<file path="src/phdr_params.svh">
/*
  Offsets, bit positions, latch-bank indices and reset values of the
  detailed status and 10Base-T operations register pair.
  Assumes inclusion by the package and the register-bank module only.
*/
`ifndef PHDR_PARAMS_SVH
`define PHDR_PARAMS_SVH

// ****************************************************
// register addresses on the management frame engine
// ****************************************************
`define PHDR_ADDR_STATUS   5'h11
`define PHDR_ADDR_TENOPS   5'h12
`define PHDR_VENDOR_FIRST  5'h19
`define PHDR_VENDOR_LAST   5'h1F

// ****************************************************
// detailed status word bit positions
// ****************************************************
`define PHDR_ST_RATE       15
`define PHDR_ST_DUPLEX     14
`define PHDR_ST_AN_HI      13
`define PHDR_ST_AN_LO      11
`define PHDR_ST_SIG_LOST   10
`define PHDR_ST_PLL_ERR    9
`define PHDR_ST_FALSE_CAR  8
`define PHDR_ST_INV_SYM    7
`define PHDR_ST_HALT       6
`define PHDR_ST_PREM_END   5
`define PHDR_ST_AN_DONE    4
`define PHDR_ST_SIG_ABSENT 3
`define PHDR_ST_JABBER     2
`define PHDR_ST_REM_FAULT  1
`define PHDR_ST_LINK       0

// ****************************************************
// 10Base-T operations word bit positions
// ****************************************************
`define PHDR_OP_REM_JAB    15
`define PHDR_OP_POL_REV    14
`define PHDR_OP_BUS_HI     13
`define PHDR_OP_BUS_LO     12
`define PHDR_OP_XOVER      11
`define PHDR_OP_RX_FLOAT   10
`define PHDR_OP_VGATE      9
`define PHDR_OP_TMUX       8
`define PHDR_OP_JAB_INH    5
`define PHDR_OP_RSV4       4
`define PHDR_OP_POL_INH    3
`define PHDR_OP_SQE_INH    2
`define PHDR_OP_LL_INH     1
`define PHDR_OP_SQ_INH     0

// ****************************************************
// latch bank layout
// ****************************************************
`define PHDR_LATCH_COUNT   11
`define PHDR_LATCH_LOWMASK 11'h400
`define PHDR_LB_SIG_LOST   0
`define PHDR_LB_PLL_ERR    1
`define PHDR_LB_FALSE_CAR  2
`define PHDR_LB_INV_SYM    3
`define PHDR_LB_HALT       4
`define PHDR_LB_PREM_END   5
`define PHDR_LB_JABBER     6
`define PHDR_LB_REM_FAULT  7
`define PHDR_LB_POL_REV    8
`define PHDR_LB_REM_JAB    9
`define PHDR_LB_LINK       10
`define PHDR_LB_STATUS_CLR 11'h4FF
`define PHDR_LB_TENOPS_CLR 11'h300

// ****************************************************
// reset values
// ****************************************************
`define PHDR_AN_RST        3'h0
`define PHDR_TMUX_RST      1'b0
`define PHDR_INH_RST       1'b0
`define PHDR_RSV4_RST      1'b1
`define PHDR_BUS_RMII      2'h2
`define PHDR_WORD_ZERO     16'h0000

`endif

</file>
<file path="src/phdr_pkg.sv">
/*
  Types shared by the register bank: words, addresses, phase enum and
  the packed state of the top module with its reset image.
  Assumes phdr_params.svh is on the include path.
*/
`default_nettype none
`include "phdr_params.svh"

package phdr_pkg;

  typedef logic [15:0] phdr_word_t;
  typedef logic [4:0]  phdr_addr_t;

  typedef enum logic [1:0] {
    PHDR_PH_STRAP = 2'b01,
    PHDR_PH_RUN   = 2'b10
  } phdr_phase_e;

  typedef struct packed {
    phdr_phase_e phase;
    phdr_word_t  rdata;
    logic        rvalid;
    logic        vreject;
    logic [2:0]  an;
    logic        xover;
    logic        rx_float;
    logic        vgate;
    logic        tmux;
    logic        jab_inh;
    logic        rsv4;
    logic        pol_inh;
    logic        sqe_inh;
    logic        ll_inh;
    logic        sq_inh;
  } phdr_regs_s;

  localparam phdr_regs_s PHDR_REGS_RST = '{
    phase:    PHDR_PH_STRAP,
    rdata:    `PHDR_WORD_ZERO,
    rvalid:   1'b0,
    vreject:  1'b0,
    an:       `PHDR_AN_RST,
    xover:    1'b0,
    rx_float: 1'b0,
    vgate:    1'b0,
    tmux:     `PHDR_TMUX_RST,
    jab_inh:  `PHDR_INH_RST,
    rsv4:     `PHDR_RSV4_RST,
    pol_inh:  `PHDR_INH_RST,
    sqe_inh:  `PHDR_INH_RST,
    ll_inh:   `PHDR_INH_RST,
    sq_inh:   `PHDR_INH_RST
  };

endpackage : phdr_pkg
`default_nettype wire

</file>
<file path="src/phdr_sync.sv">
/*
  Two-stage synchroniser for strap pins.
  Assumes inputs are quasi-static levels from outside the clock domain.
*/
`timescale 1ns/10ps
`default_nettype none

module phdr_sync #(
  parameter int W = 3
) (
  input  wire logic         clk,   // system clock
  input  wire logic [W-1:0] din,   // asynchronous level
  output logic      [W-1:0] dout   // synchronised level
);

  typedef struct packed {
    logic [W-1:0] meta;
    logic [W-1:0] stable;
  } phdr_sync_s;

  phdr_sync_s st;
  phdr_sync_s next_st;

  // no reset: the stages settle while reset is held
  always_comb begin
    next_st.meta   = din;
    next_st.stable = st.meta;
  end

  always_ff @(posedge clk) begin
    st <= next_st;
  end

  assign dout = st.stable;

endmodule : phdr_sync
`default_nettype wire

</file>
<file path="src/phdr_latch_bank.sv">
/*
  Bank of latched status flags: latch-high bits stick at one, latch-low
  bits stick at zero, and a read clear returns each to its live value.
  Assumes live inputs and clears come from logic on the same clock.
*/
`timescale 1ns/10ps
`default_nettype none

module phdr_latch_bank #(
  parameter int           N        = 11,
  parameter logic [N-1:0] LOW_MASK = '0
) (
  input  wire logic         clk,   // system clock
  input  wire logic         rst,   // synchronous reset, active high
  input  wire logic [N-1:0] live,  // live condition per flag
  input  wire logic [N-1:0] clr,   // read clear per flag
  output logic      [N-1:0] q      // latched flags
);

  typedef struct packed {
    logic [N-1:0] lat;
  } phdr_lb_s;

  phdr_lb_s st;
  phdr_lb_s next_st;

  always_comb begin
    next_st = st;
    for (int i = 0; i < N; i++) begin
      // event in the clearing cycle survives: load the live value
      if (clr[i]) begin
        next_st.lat[i] = live[i];
      end else if (LOW_MASK[i]) begin
        next_st.lat[i] = st.lat[i] & live[i];
      end else begin
        next_st.lat[i] = st.lat[i] | live[i];
      end
    end
  end

  always_ff @(posedge clk) begin
    if (rst) begin
      st <= '0;
    end else begin
      st <= next_st;
    end
  end

  assign q = st.lat;

endmodule : phdr_latch_bank
`default_nettype wire

</file>
<file path="src/phdr_regs.sv">
/*
  Detailed status and 10Base-T operations register pair, reached through
  the register port of the management frame engine.
  Assumes the frame engine gives one-cycle read and write strobes with a
  5-bit register address, and that datapath events arrive on SYS_CLK.
*/
// How it works
// progress code bit zero, read-only, resets zero
// progress code upper bits, read-only, reset zero
// false carrier latches high until read
// halt code-group latches high until read
// premature frame end latches high until read
// remote fault latches high until read
// receive float bit tri-states receive outputs
// vendor gate bit blocks registers 25-31
// test mux select, resets zero
// polarity correction inhibit, resets zero
// signal quality test inhibit, resets zero
// link loss inhibit forces link passing
// latched-high bits hold until read
// link status latches low until read
`timescale 1ns/10ps
`default_nettype none
`include "phdr_params.svh"

module phdr_regs
  import phdr_pkg::*;
(
  input  wire logic        SYS_CLK,           // 50 MHz system clock
  input  wire logic        RESET,             // synchronous reset
  input  wire logic [4:0]  REG_ADDR,          // register address
  input  wire logic        REG_RD,            // read strobe
  input  wire logic        REG_WR,            // write strobe
  input  wire logic [15:0] REG_WDATA,         // write data
  output logic      [15:0] REG_RDATA,         // read data
  output logic             REG_RVALID,        // read data valid
  output logic             VENDOR_REJECT,     // blocked vendor access
  input  wire logic        STRAP_XOVER_EN,    // crossover strap pin
  input  wire logic        STRAP_RX_FLOAT,    // receive float strap pin
  input  wire logic        STRAP_VENDOR_GATE, // vendor gate strap pin
  input  wire logic [2:0]  AN_PROGRESS,       // negotiation progress
  input  wire logic        AN_COMPLETE,       // negotiation done
  input  wire logic        RATE_100,          // 100 Mb/s mode
  input  wire logic        FULL_DUPLEX,       // full duplex mode
  input  wire logic        SIG_ABSENT,        // no 100 Mb/s signal
  input  wire logic        SIG_LOST,          // signal lost
  input  wire logic        PLL_LOCK_ERR,      // pll not locked
  input  wire logic        EV_FALSE_CARRIER,  // false carrier seen
  input  wire logic        INVALID_SYM,       // invalid symbol seen
  input  wire logic        EV_HALT,           // halt code-group seen
  input  wire logic        EV_PREMATURE_END,  // two idles, no delimiter
  input  wire logic        JABBER,            // jabber seen
  input  wire logic        EV_REMOTE_FAULT,   // partner remote fault
  input  wire logic        LINK_UP,           // live link state
  input  wire logic        POL_REVERSED,      // receive polarity reversed
  input  wire logic        REMOTE_JABBER,     // remote jabber seen
  output logic             AUTO_CROSSOVER_ENABLE, // crossover enable
  output logic             RX_OUT_FLOAT,      // float receive outputs
  output logic             VENDOR_BANK_BLOCK, // vendor bank blocked
  output logic             TEST_MUX_SELECT,   // test mux routing
  output logic             JABBER_INHIBIT,    // jabber check off
  output logic             AUTO_POL_INHIBIT,  // polarity fix off
  output logic             SQE_INHIBIT,       // signal quality test off
  output logic             LINK_LOSS_INHIBIT, // link forced passing
  output logic             SQUELCH_INHIBIT    // squelch off
);

  // ****************************************************
  // state and helpers
  // ****************************************************
  phdr_regs_s st;
  phdr_regs_s next_st;

  logic [2:0]                    strap_s;
  logic [`PHDR_LATCH_COUNT-1:0]  live;
  logic [`PHDR_LATCH_COUNT-1:0]  clr;
  logic [`PHDR_LATCH_COUNT-1:0]  lat;
  logic                          rd_status;
  logic                          rd_tenops;
  logic                          wr_tenops;
  logic                          vendor_hit;
  logic                          link_eff;
  phdr_word_t                    status_word;
  phdr_word_t                    tenops_word;

  phdr_sync #(
    .W (3)
  ) u_strap_sync (
    .clk  (SYS_CLK),
    .din  ({STRAP_XOVER_EN, STRAP_RX_FLOAT, STRAP_VENDOR_GATE}),
    .dout (strap_s)
  );

  assign rd_status  = REG_RD && (REG_ADDR == `PHDR_ADDR_STATUS);
  assign rd_tenops  = REG_RD && (REG_ADDR == `PHDR_ADDR_TENOPS);
  assign wr_tenops  = REG_WR && (REG_ADDR == `PHDR_ADDR_TENOPS);
  assign vendor_hit = (REG_ADDR >= `PHDR_VENDOR_FIRST) && (REG_ADDR <= `PHDR_VENDOR_LAST);

  // link forced passing
  assign link_eff = LINK_UP | st.ll_inh;

  // ****************************************************
  // latched status flags
  // ****************************************************
  always_comb begin
    live = '0;
    live[`PHDR_LB_SIG_LOST]  = SIG_LOST;
    live[`PHDR_LB_PLL_ERR]   = PLL_LOCK_ERR;
    live[`PHDR_LB_FALSE_CAR] = EV_FALSE_CARRIER;
    live[`PHDR_LB_INV_SYM]   = INVALID_SYM;
    live[`PHDR_LB_HALT]      = EV_HALT;
    live[`PHDR_LB_PREM_END]  = EV_PREMATURE_END;
    live[`PHDR_LB_JABBER]    = JABBER;
    live[`PHDR_LB_REM_FAULT] = EV_REMOTE_FAULT;
    live[`PHDR_LB_POL_REV]   = POL_REVERSED;
    live[`PHDR_LB_REM_JAB]   = REMOTE_JABBER;
    live[`PHDR_LB_LINK]      = link_eff;
  end

  // clear on read
  assign clr = ({`PHDR_LATCH_COUNT{rd_status}} & `PHDR_LB_STATUS_CLR)
             | ({`PHDR_LATCH_COUNT{rd_tenops}} & `PHDR_LB_TENOPS_CLR);

  // sticky flag bank
  phdr_latch_bank #(
    .N        (`PHDR_LATCH_COUNT),
    .LOW_MASK (`PHDR_LATCH_LOWMASK)
  ) u_latch (
    .clk  (SYS_CLK),
    .rst  (RESET),
    .live (live),
    .clr  (clr),
    .q    (lat)
  );

  // ****************************************************
  // read words
  // ****************************************************
  always_comb begin
    status_word = `PHDR_WORD_ZERO;
    status_word[`PHDR_ST_RATE]       = RATE_100;
    status_word[`PHDR_ST_DUPLEX]     = FULL_DUPLEX;
    // progress code field
    status_word[`PHDR_ST_AN_HI:`PHDR_ST_AN_LO] = st.an;
    status_word[`PHDR_ST_SIG_LOST]   = lat[`PHDR_LB_SIG_LOST];
    status_word[`PHDR_ST_PLL_ERR]    = lat[`PHDR_LB_PLL_ERR];
    status_word[`PHDR_ST_FALSE_CAR]  = lat[`PHDR_LB_FALSE_CAR];
    status_word[`PHDR_ST_INV_SYM]    = lat[`PHDR_LB_INV_SYM];
    status_word[`PHDR_ST_HALT]       = lat[`PHDR_LB_HALT];
    status_word[`PHDR_ST_PREM_END]   = lat[`PHDR_LB_PREM_END];
    status_word[`PHDR_ST_AN_DONE]    = AN_COMPLETE;
    status_word[`PHDR_ST_SIG_ABSENT] = SIG_ABSENT;
    status_word[`PHDR_ST_JABBER]     = lat[`PHDR_LB_JABBER];
    status_word[`PHDR_ST_REM_FAULT]  = lat[`PHDR_LB_REM_FAULT];
    status_word[`PHDR_ST_LINK]       = lat[`PHDR_LB_LINK];
  end

  always_comb begin
    tenops_word = `PHDR_WORD_ZERO;
    tenops_word[`PHDR_OP_REM_JAB]  = lat[`PHDR_LB_REM_JAB];
    tenops_word[`PHDR_OP_POL_REV]  = lat[`PHDR_LB_POL_REV];
    tenops_word[`PHDR_OP_BUS_HI:`PHDR_OP_BUS_LO] = `PHDR_BUS_RMII;
    tenops_word[`PHDR_OP_XOVER]    = st.xover;
    tenops_word[`PHDR_OP_RX_FLOAT] = st.rx_float;
    tenops_word[`PHDR_OP_VGATE]    = st.vgate;
    tenops_word[`PHDR_OP_TMUX]     = st.tmux;
    tenops_word[`PHDR_OP_JAB_INH]  = st.jab_inh;
    tenops_word[`PHDR_OP_RSV4]     = st.rsv4;
    tenops_word[`PHDR_OP_POL_INH]  = st.pol_inh;
    tenops_word[`PHDR_OP_SQE_INH]  = st.sqe_inh;
    tenops_word[`PHDR_OP_LL_INH]   = st.ll_inh;
    tenops_word[`PHDR_OP_SQ_INH]   = st.sq_inh;
  end

  // ****************************************************
  // next state
  // ****************************************************
  always_comb begin
    next_st         = st;
    next_st.rvalid  = REG_RD;
    next_st.rdata   = `PHDR_WORD_ZERO;
    // vendor bank gate
    next_st.vreject = (REG_RD || REG_WR) && vendor_hit && st.vgate;
    if (!REG_RD) begin
      next_st.rdata = st.rdata;
    end else if (REG_ADDR == `PHDR_ADDR_STATUS) begin
      next_st.rdata = status_word;
    end else if (REG_ADDR == `PHDR_ADDR_TENOPS) begin
      next_st.rdata = tenops_word;
    end else begin
      next_st.rdata = `PHDR_WORD_ZERO;
    end

    // progress code holds its highest value until read
    if (rd_status || (AN_PROGRESS > st.an)) begin
      next_st.an = AN_PROGRESS;
    end

    if (wr_tenops) begin
      next_st.xover    = REG_WDATA[`PHDR_OP_XOVER];
      // receive float control
      next_st.rx_float = REG_WDATA[`PHDR_OP_RX_FLOAT];
      // vendor gate control
      next_st.vgate    = REG_WDATA[`PHDR_OP_VGATE];
      // test mux control
      next_st.tmux     = REG_WDATA[`PHDR_OP_TMUX];
      next_st.jab_inh  = REG_WDATA[`PHDR_OP_JAB_INH];
      next_st.rsv4     = REG_WDATA[`PHDR_OP_RSV4];
      // polarity inhibit control
      next_st.pol_inh  = REG_WDATA[`PHDR_OP_POL_INH];
      // quality test inhibit
      next_st.sqe_inh  = REG_WDATA[`PHDR_OP_SQE_INH];
      // link loss inhibit
      next_st.ll_inh   = REG_WDATA[`PHDR_OP_LL_INH];
      next_st.sq_inh   = REG_WDATA[`PHDR_OP_SQ_INH];
    end

    // straps win over a write in the first cycle after reset
    case (st.phase)
      PHDR_PH_STRAP: begin
        next_st.xover    = strap_s[2];
        next_st.rx_float = strap_s[1];
        next_st.vgate    = strap_s[0];
        next_st.phase    = PHDR_PH_RUN;
      end
      PHDR_PH_RUN: begin
        next_st.phase = PHDR_PH_RUN;
      end
      default: begin
        next_st.phase = PHDR_PH_RUN;
      end
    endcase
  end

  always_ff @(posedge SYS_CLK) begin
    if (RESET) begin
      st <= PHDR_REGS_RST;
    end else begin
      st <= next_st;
    end
  end

  assign REG_RDATA                 = st.rdata;
  assign REG_RVALID                = st.rvalid;
  assign VENDOR_REJECT             = st.vreject;
  assign AUTO_CROSSOVER_ENABLE     = st.xover;
  assign RX_OUT_FLOAT              = st.rx_float;
  assign VENDOR_BANK_BLOCK         = st.vgate;
  assign TEST_MUX_SELECT           = st.tmux;
  assign JABBER_INHIBIT            = st.jab_inh;
  assign AUTO_POL_INHIBIT          = st.pol_inh;
  assign SQE_INHIBIT               = st.sqe_inh;
  assign LINK_LOSS_INHIBIT         = st.ll_inh;
  assign SQUELCH_INHIBIT           = st.sq_inh;
endmodule : phdr_regs
`default_nettype wire

</file>
<file path="config.mk">
export PLATFORM = sky130hd
export DESIGN_NAME = phdr_regs
export DESIGN_NICKNAME = d
export VERILOG_FILES = /design/src/phdr_pkg.sv /design/src/phdr_sync.sv /design/src/phdr_latch_bank.sv /design/src/phdr_regs.sv
export VERILOG_INCLUDE_DIRS = /design/src
export SDC_FILE = /design/constraint.sdc
export NUM_CORES = 1
export LEC_CHECK = 0
export BUFFER_PORTS_ARGS = -buffer_cell sky130_fd_sc_hd__buf_2
export CORE_ASPECT_RATIO = 0.7
export CORE_MARGIN = 3
export CORE_UTILIZATION = 44
export DETAILED_ROUTE_END_ITERATION = 16
export GPL_TIMING_DRIVEN = 1
export PLACE_DENSITY = 0.72
export SLEW_MARGIN = 10
export SYNTH_ARGS = -nofsm -noshare
export SYNTH_HDL_FRONTEND = slang
export SYNTH_HIERARCHICAL = 1
export SYNTH_SLANG_ARGS = --single-unit
export TNS_END_PERCENT = 20
</file>
<file path="constraint.sdc">
create_clock -name SYS_CLK -period 1.5 [get_ports SYS_CLK]
set_clock_uncertainty 0.05 [all_clocks]
set_input_delay 0.075 -clock SYS_CLK [delete_from_list [all_inputs] [get_ports SYS_CLK]]
set_output_delay 0.075 -clock SYS_CLK [all_outputs]
set_load 0.1 [all_outputs]
</file>
; ---- Word-level counts from Yosys, hierarchy flattened
; Cells that the tools add are included.
[op_classes]
n_lt_le_gt_ge = 3
n_eq_ne = 3
muxes = 18
bitwise = 13
n_reduce_logical = 9
[ops]
columns = op, n
row1 = 16-bit two-way mux, 3
row2 = 33-bit two-way mux, 1
row3 = 1-bit two-way mux, 11
row4 = 1-bit bitwise OR, 11
row5 = 11-bit by 10-bit bitwise OR with 11-bit output, 1
row6 = "5-bit equality test, second input constant", 2
row7 = 10-bit two-way mux, 1
row8 = 1-bit logical AND, 6
row9 = 3-bit two-way mux, 2
row10 = "5-bit >= comparator, second input constant", 1
row11 = "5-bit less-or-equal comparator, second input constant", 1
row12 = 3-bit > comparator, 1
row13 = "2-bit by 1-bit equality test with 1-bit output, second input constant", 1
row14 = 1-bit logical OR, 2
row15 = 2-bit nonzero test, 1
row16 = 1-bit AND, 1
[word_totals]
register_bits = 50
inputBits = 46
out_inout_bits = 27

; ---- Longest topological paths before layout
[depth]
word_depth = 5
depth_mapped = 6
ltp_nobuf = 6

; ---- By module
; The synthesis kept the hierarchy.
[modules_own_cells]
columns = mod, n_inst, cells_per_inst, area_per_inst_um2, seq_area_each_um2
row1 = phdr_regs, 1, 145, 1445.1, 660.6
row2 = phdr_latch_bank, 1, 44, 430.4, 220.2
row3 = phdr_sync, 1, 6, 120.1, 120.1

; ---- Worst setup path before layout
; Ideal clock, no wire load.
[synth_timing]
path_kind = register -> register
from = reg st[11] (netlist name)
to = reg st[10] (netlist name)
setup_ns = 0.072
arrival_time_ns = 1.365
required_time_ns = 1.378
path_slack_ns = 0.013
stages_incl_launch_ff = 6
path_buffers = 0
synth_period_minus_slack_ns = 1.487
cell_sequence = dfxtp_1 inv_1 ha_1 a211o_1 a21oi_1 mux2i_1
[synth_via]
elab_chain_len = 2
[synth_rtl]
columns = element, line_no
row1 = from (decl), phdr_regs.sv:71  ; phdr_regs_s st;
row2 = from (signal assigned), phdr_regs.sv:239  ; st <= next_st;
row3 = 3-bit > comparator, phdr_regs.sv:195  ; if (rd_status || (AN_PROGRESS > st.an)) begin
row4 = 1-bit logical OR, phdr_regs.sv:195
; No other way between the ends.
; A chain may end at the register's enable or synchronous reset.

; ---- Final worst setup path
[layout_timing]
from = reg st[11] (netlist name)
to = reg st[12] (netlist name)
; Same word-level chain as after synthesis.

==> impl_metrics.yaml <==
clock_network:
  clock_sinks: 50
  htreeDepth: 2
  clk_path_buf_depth: 2
  cts_tree: "yes"
  cts_made_buffers: 5
  clk_pin_slew_ns: 0.08
  cts-root-buf: "clkbuf_8"
  clock_latency_ns: 0.29
  postCtsSetupRepairBufs: 0
logic_synthesis:
  ys.flop_type: "dfxtp_1"
  synth_top_area_share: 0.5016
  synth_xor_area_frac: 0
  synthSimpleGateAreaFrac: 0.1524
  seq_area_frac_synth: 0.5016
  synth_top_family_by_area: "simple AND/OR/NAND/NOR gates"
  synthCells: 195
  netlist_area_um2: 1996
  synthArstFlopShare: 0
  synthMuxAreaShare: 0.06520
  synth_edf_count: 0
  synth_seq_cells: 50
  synth_most_common_cell: "dfxtp_1"
  syn_avg_cell_area_um2: 10.23
  synthTopCellsByCount: "dfxtp_1 (50), nor2_1 (26), buf_4 (18)"
  synthAdderAreaFrac: 0.01881
  synth.distinct_cells: 28
  synth_area_leaders: "dfxtp_1 (50%), buf_4 (6.8%), mux2i_1 (6.5%), a222oi_1 (6.0%), nor2_1 (4.9%)"
  syn_nets: 244
  yosysWarnings: 6
  synth-compound-area-share: 0.1448
  yosys.area.top_type: "dfxtp_1"
sta:
  finalCritPeriodShare: 0.9681
  hold_viol_final: 0
  final_max_slew_viol_count: 0
  setup_violations: 0
  rsz0062_at_grt: "yes"
  slew_headroom: 0.6092
  worst_slew_pin_slew_ns: 0.5855
  fmax_mhz: 688.6
  fin_crit_ns: 1.452
global_route:
  grt_max_degree: 36
  grt_pass1_wl_um: 6796
  grtUsageTotal: 0.1580
  grt_pass1_vias: 1479
  grt_overflow: 0
  antenna_found_initial: 0
detailed_routing:
  drt_iter0_drc: 102
  num_vias: 1625
  wl_um: 4342
  wl_per_cell_um: 13.08
  drc: 0
  ant_nets: 0
  dr.pass1.iters: 5
  routed_via_density: 4.895
place:
  dp_hpwl_um: 2924
  place_congestion: 0.7731
  placed_cells: 298
  portBuffers: 66
  place_area_um2: 2306
worst_setup_path:
  required_ns: 1.66
  critPathKind: "flop to flop"
  cp_cell_sequence: "inv_2 -> ha_4 -> a211o_1 -> a21oi_2 -> buf_4 -> mux2i_1"
  worst_setup_path_start_kind: "flop"
  end_kind: "flop"
  critical_path_arrival_ns: 1.62
  slowest_delay_ns: 0.34
  crit_fanout: 2
  slowest_stage: "dfxtp_2"
die:
  rows: 19
  die_w_um: 86.50
  coreArea_um2: 4136
  ios: 73
  initial_utilization: 0.4825
  die_y_um: 62.35
  dieArea_um2: 5393
hold_path:
  min_path_type: "input pin to flop"
final_layout:
  antenna_cells: 0
  stdcell_count: 332
  layout.nets: 328
  syn_to_final_growth_pct: 34.11
  n_fill_cell: 350
  layout-drive-gt1-share: 0.3643
  final_cell_area_um2: 2676
pwr:
  ir_worst_vdd_mv: 0.6857
  power_density_nw_per_um2: 973.6
  power_leakage_nw: 1.214
  power_mw: 2.606
outcome:
  outcome: "complete, no violations"
job:
  maxCapViolCount: 0
-- cell type report --
type	count	area [µm²]	share of cell area
inverters	16	60.06	0.02244
multi-input cells	105	785.8	0.2936
well taps	52	65.06	0.02431
clock inverters	1	5.005	0.001870
clock buffers	7	86.33	0.03226
flip-flops and latches	50	1003	0.3749
repair buffers	101	670.6	0.2506
-- layer usage --
metal  GRT usage  share of wire
met5           0              0
met4     0.02918         0.0053
met3     0.04888          0.077
met2      0.2519           0.45
met1      0.2119           0.47
-- state kept, by name, indices dropped and copies added (netlist names), 3 cells and up --
signal	count
st	6
u_strap_sync/next_st	3
u_latch/q	11
REG_RDATA	16
u_strap_sync/dout	3
-- layout by cell type (no fill, tap or decap), drive strengths merged --
cell type	instances
clkinv	1
nor3	2
nor4b	1
a222oi	12
a31oi	1
nor3b	3
a22oi	3
clkbuf	7
nor2	26
inv	16
ha	3
a21oi	14
nand2b	11
mux2i	13
a211o	1
buf	75
nand2	7
nand3b	1
or2	1
nand4bb	1
o21ai	3
dfxtp	50
a221oi	1
nand4	1
dlygate4sd3	26
-- power by group --
part | internal, mW | total [mW] | leakage, nW | switching [mW]
Sequential | 1.38 | 1.41 | 0.411 | 0.0292
Clock | 0.372 | 0.764 | 0.0482 | 0.392
Combinational | 0.201 | 0.429 | 0.754 | 0.228
Total | 1.96 | 2.61 | 1.21 | 0.649
-- path summary, 6_finish.rpt --
check,start,endpoint,slack [ns],cells past startpoint
setup / recovery,st[11],st[12],0.05,6
hold / removal,AN_PROGRESS[2],st[12],0.003,3
setup reg to reg,st[11],st[12],0.05,6
hold reg to reg,u_strap_sync/next_st[2],u_strap_sync/dout[2],0.28,0
-- worst max-delay path, delay by kind of cell (launching register included) --
family          cells  cell delay [ns]
mux                 1             0.16
buf+inv             2             0.18
fa+ha+maj           1             0.20
compound gates      2             0.46
flops               1             0.34
-- metrics by stage --
| step | utilization | setup WS [ns] | TNS (ns) | hold WS (ns) |
|---|---|---|---|---|
| after floorplan | - | 0.01299 | 0 | 0.05272 |
| after global placement | 0.5575 | 0.03570 | 0 | 0.1275 |
| after detailed placement | 0.5575 | 0.02304 | 0 | 0.1291 |
| after CTS | 0.6425 | 0.003814 | 0 | 0.006591 |
| after global routing | 0.6470 | -0.02147 | -0.03942 | 0.01932 |
| final | 0.6470 | 0.04787 | 0 | 0.003387 |
-- repair_timing --
item                                    CTS  global route
endpoints found under the setup margin    0             3
hold buffers                             26             0
hold endpoints to repair                 26             0
resized for setup                         0             5
-- logic make-up (layout without fill, tap and decap cells) --
family | count (synthesis) | count (layout)
compound gates | 35 | 35
fa+ha+maj | 3 | 3
buf+inv | 40 | 125
flops | 50 | 50
mux | 13 | 13
simple gates | 54 | 54
No activity file was read; power rests on OpenSTA's default activity.
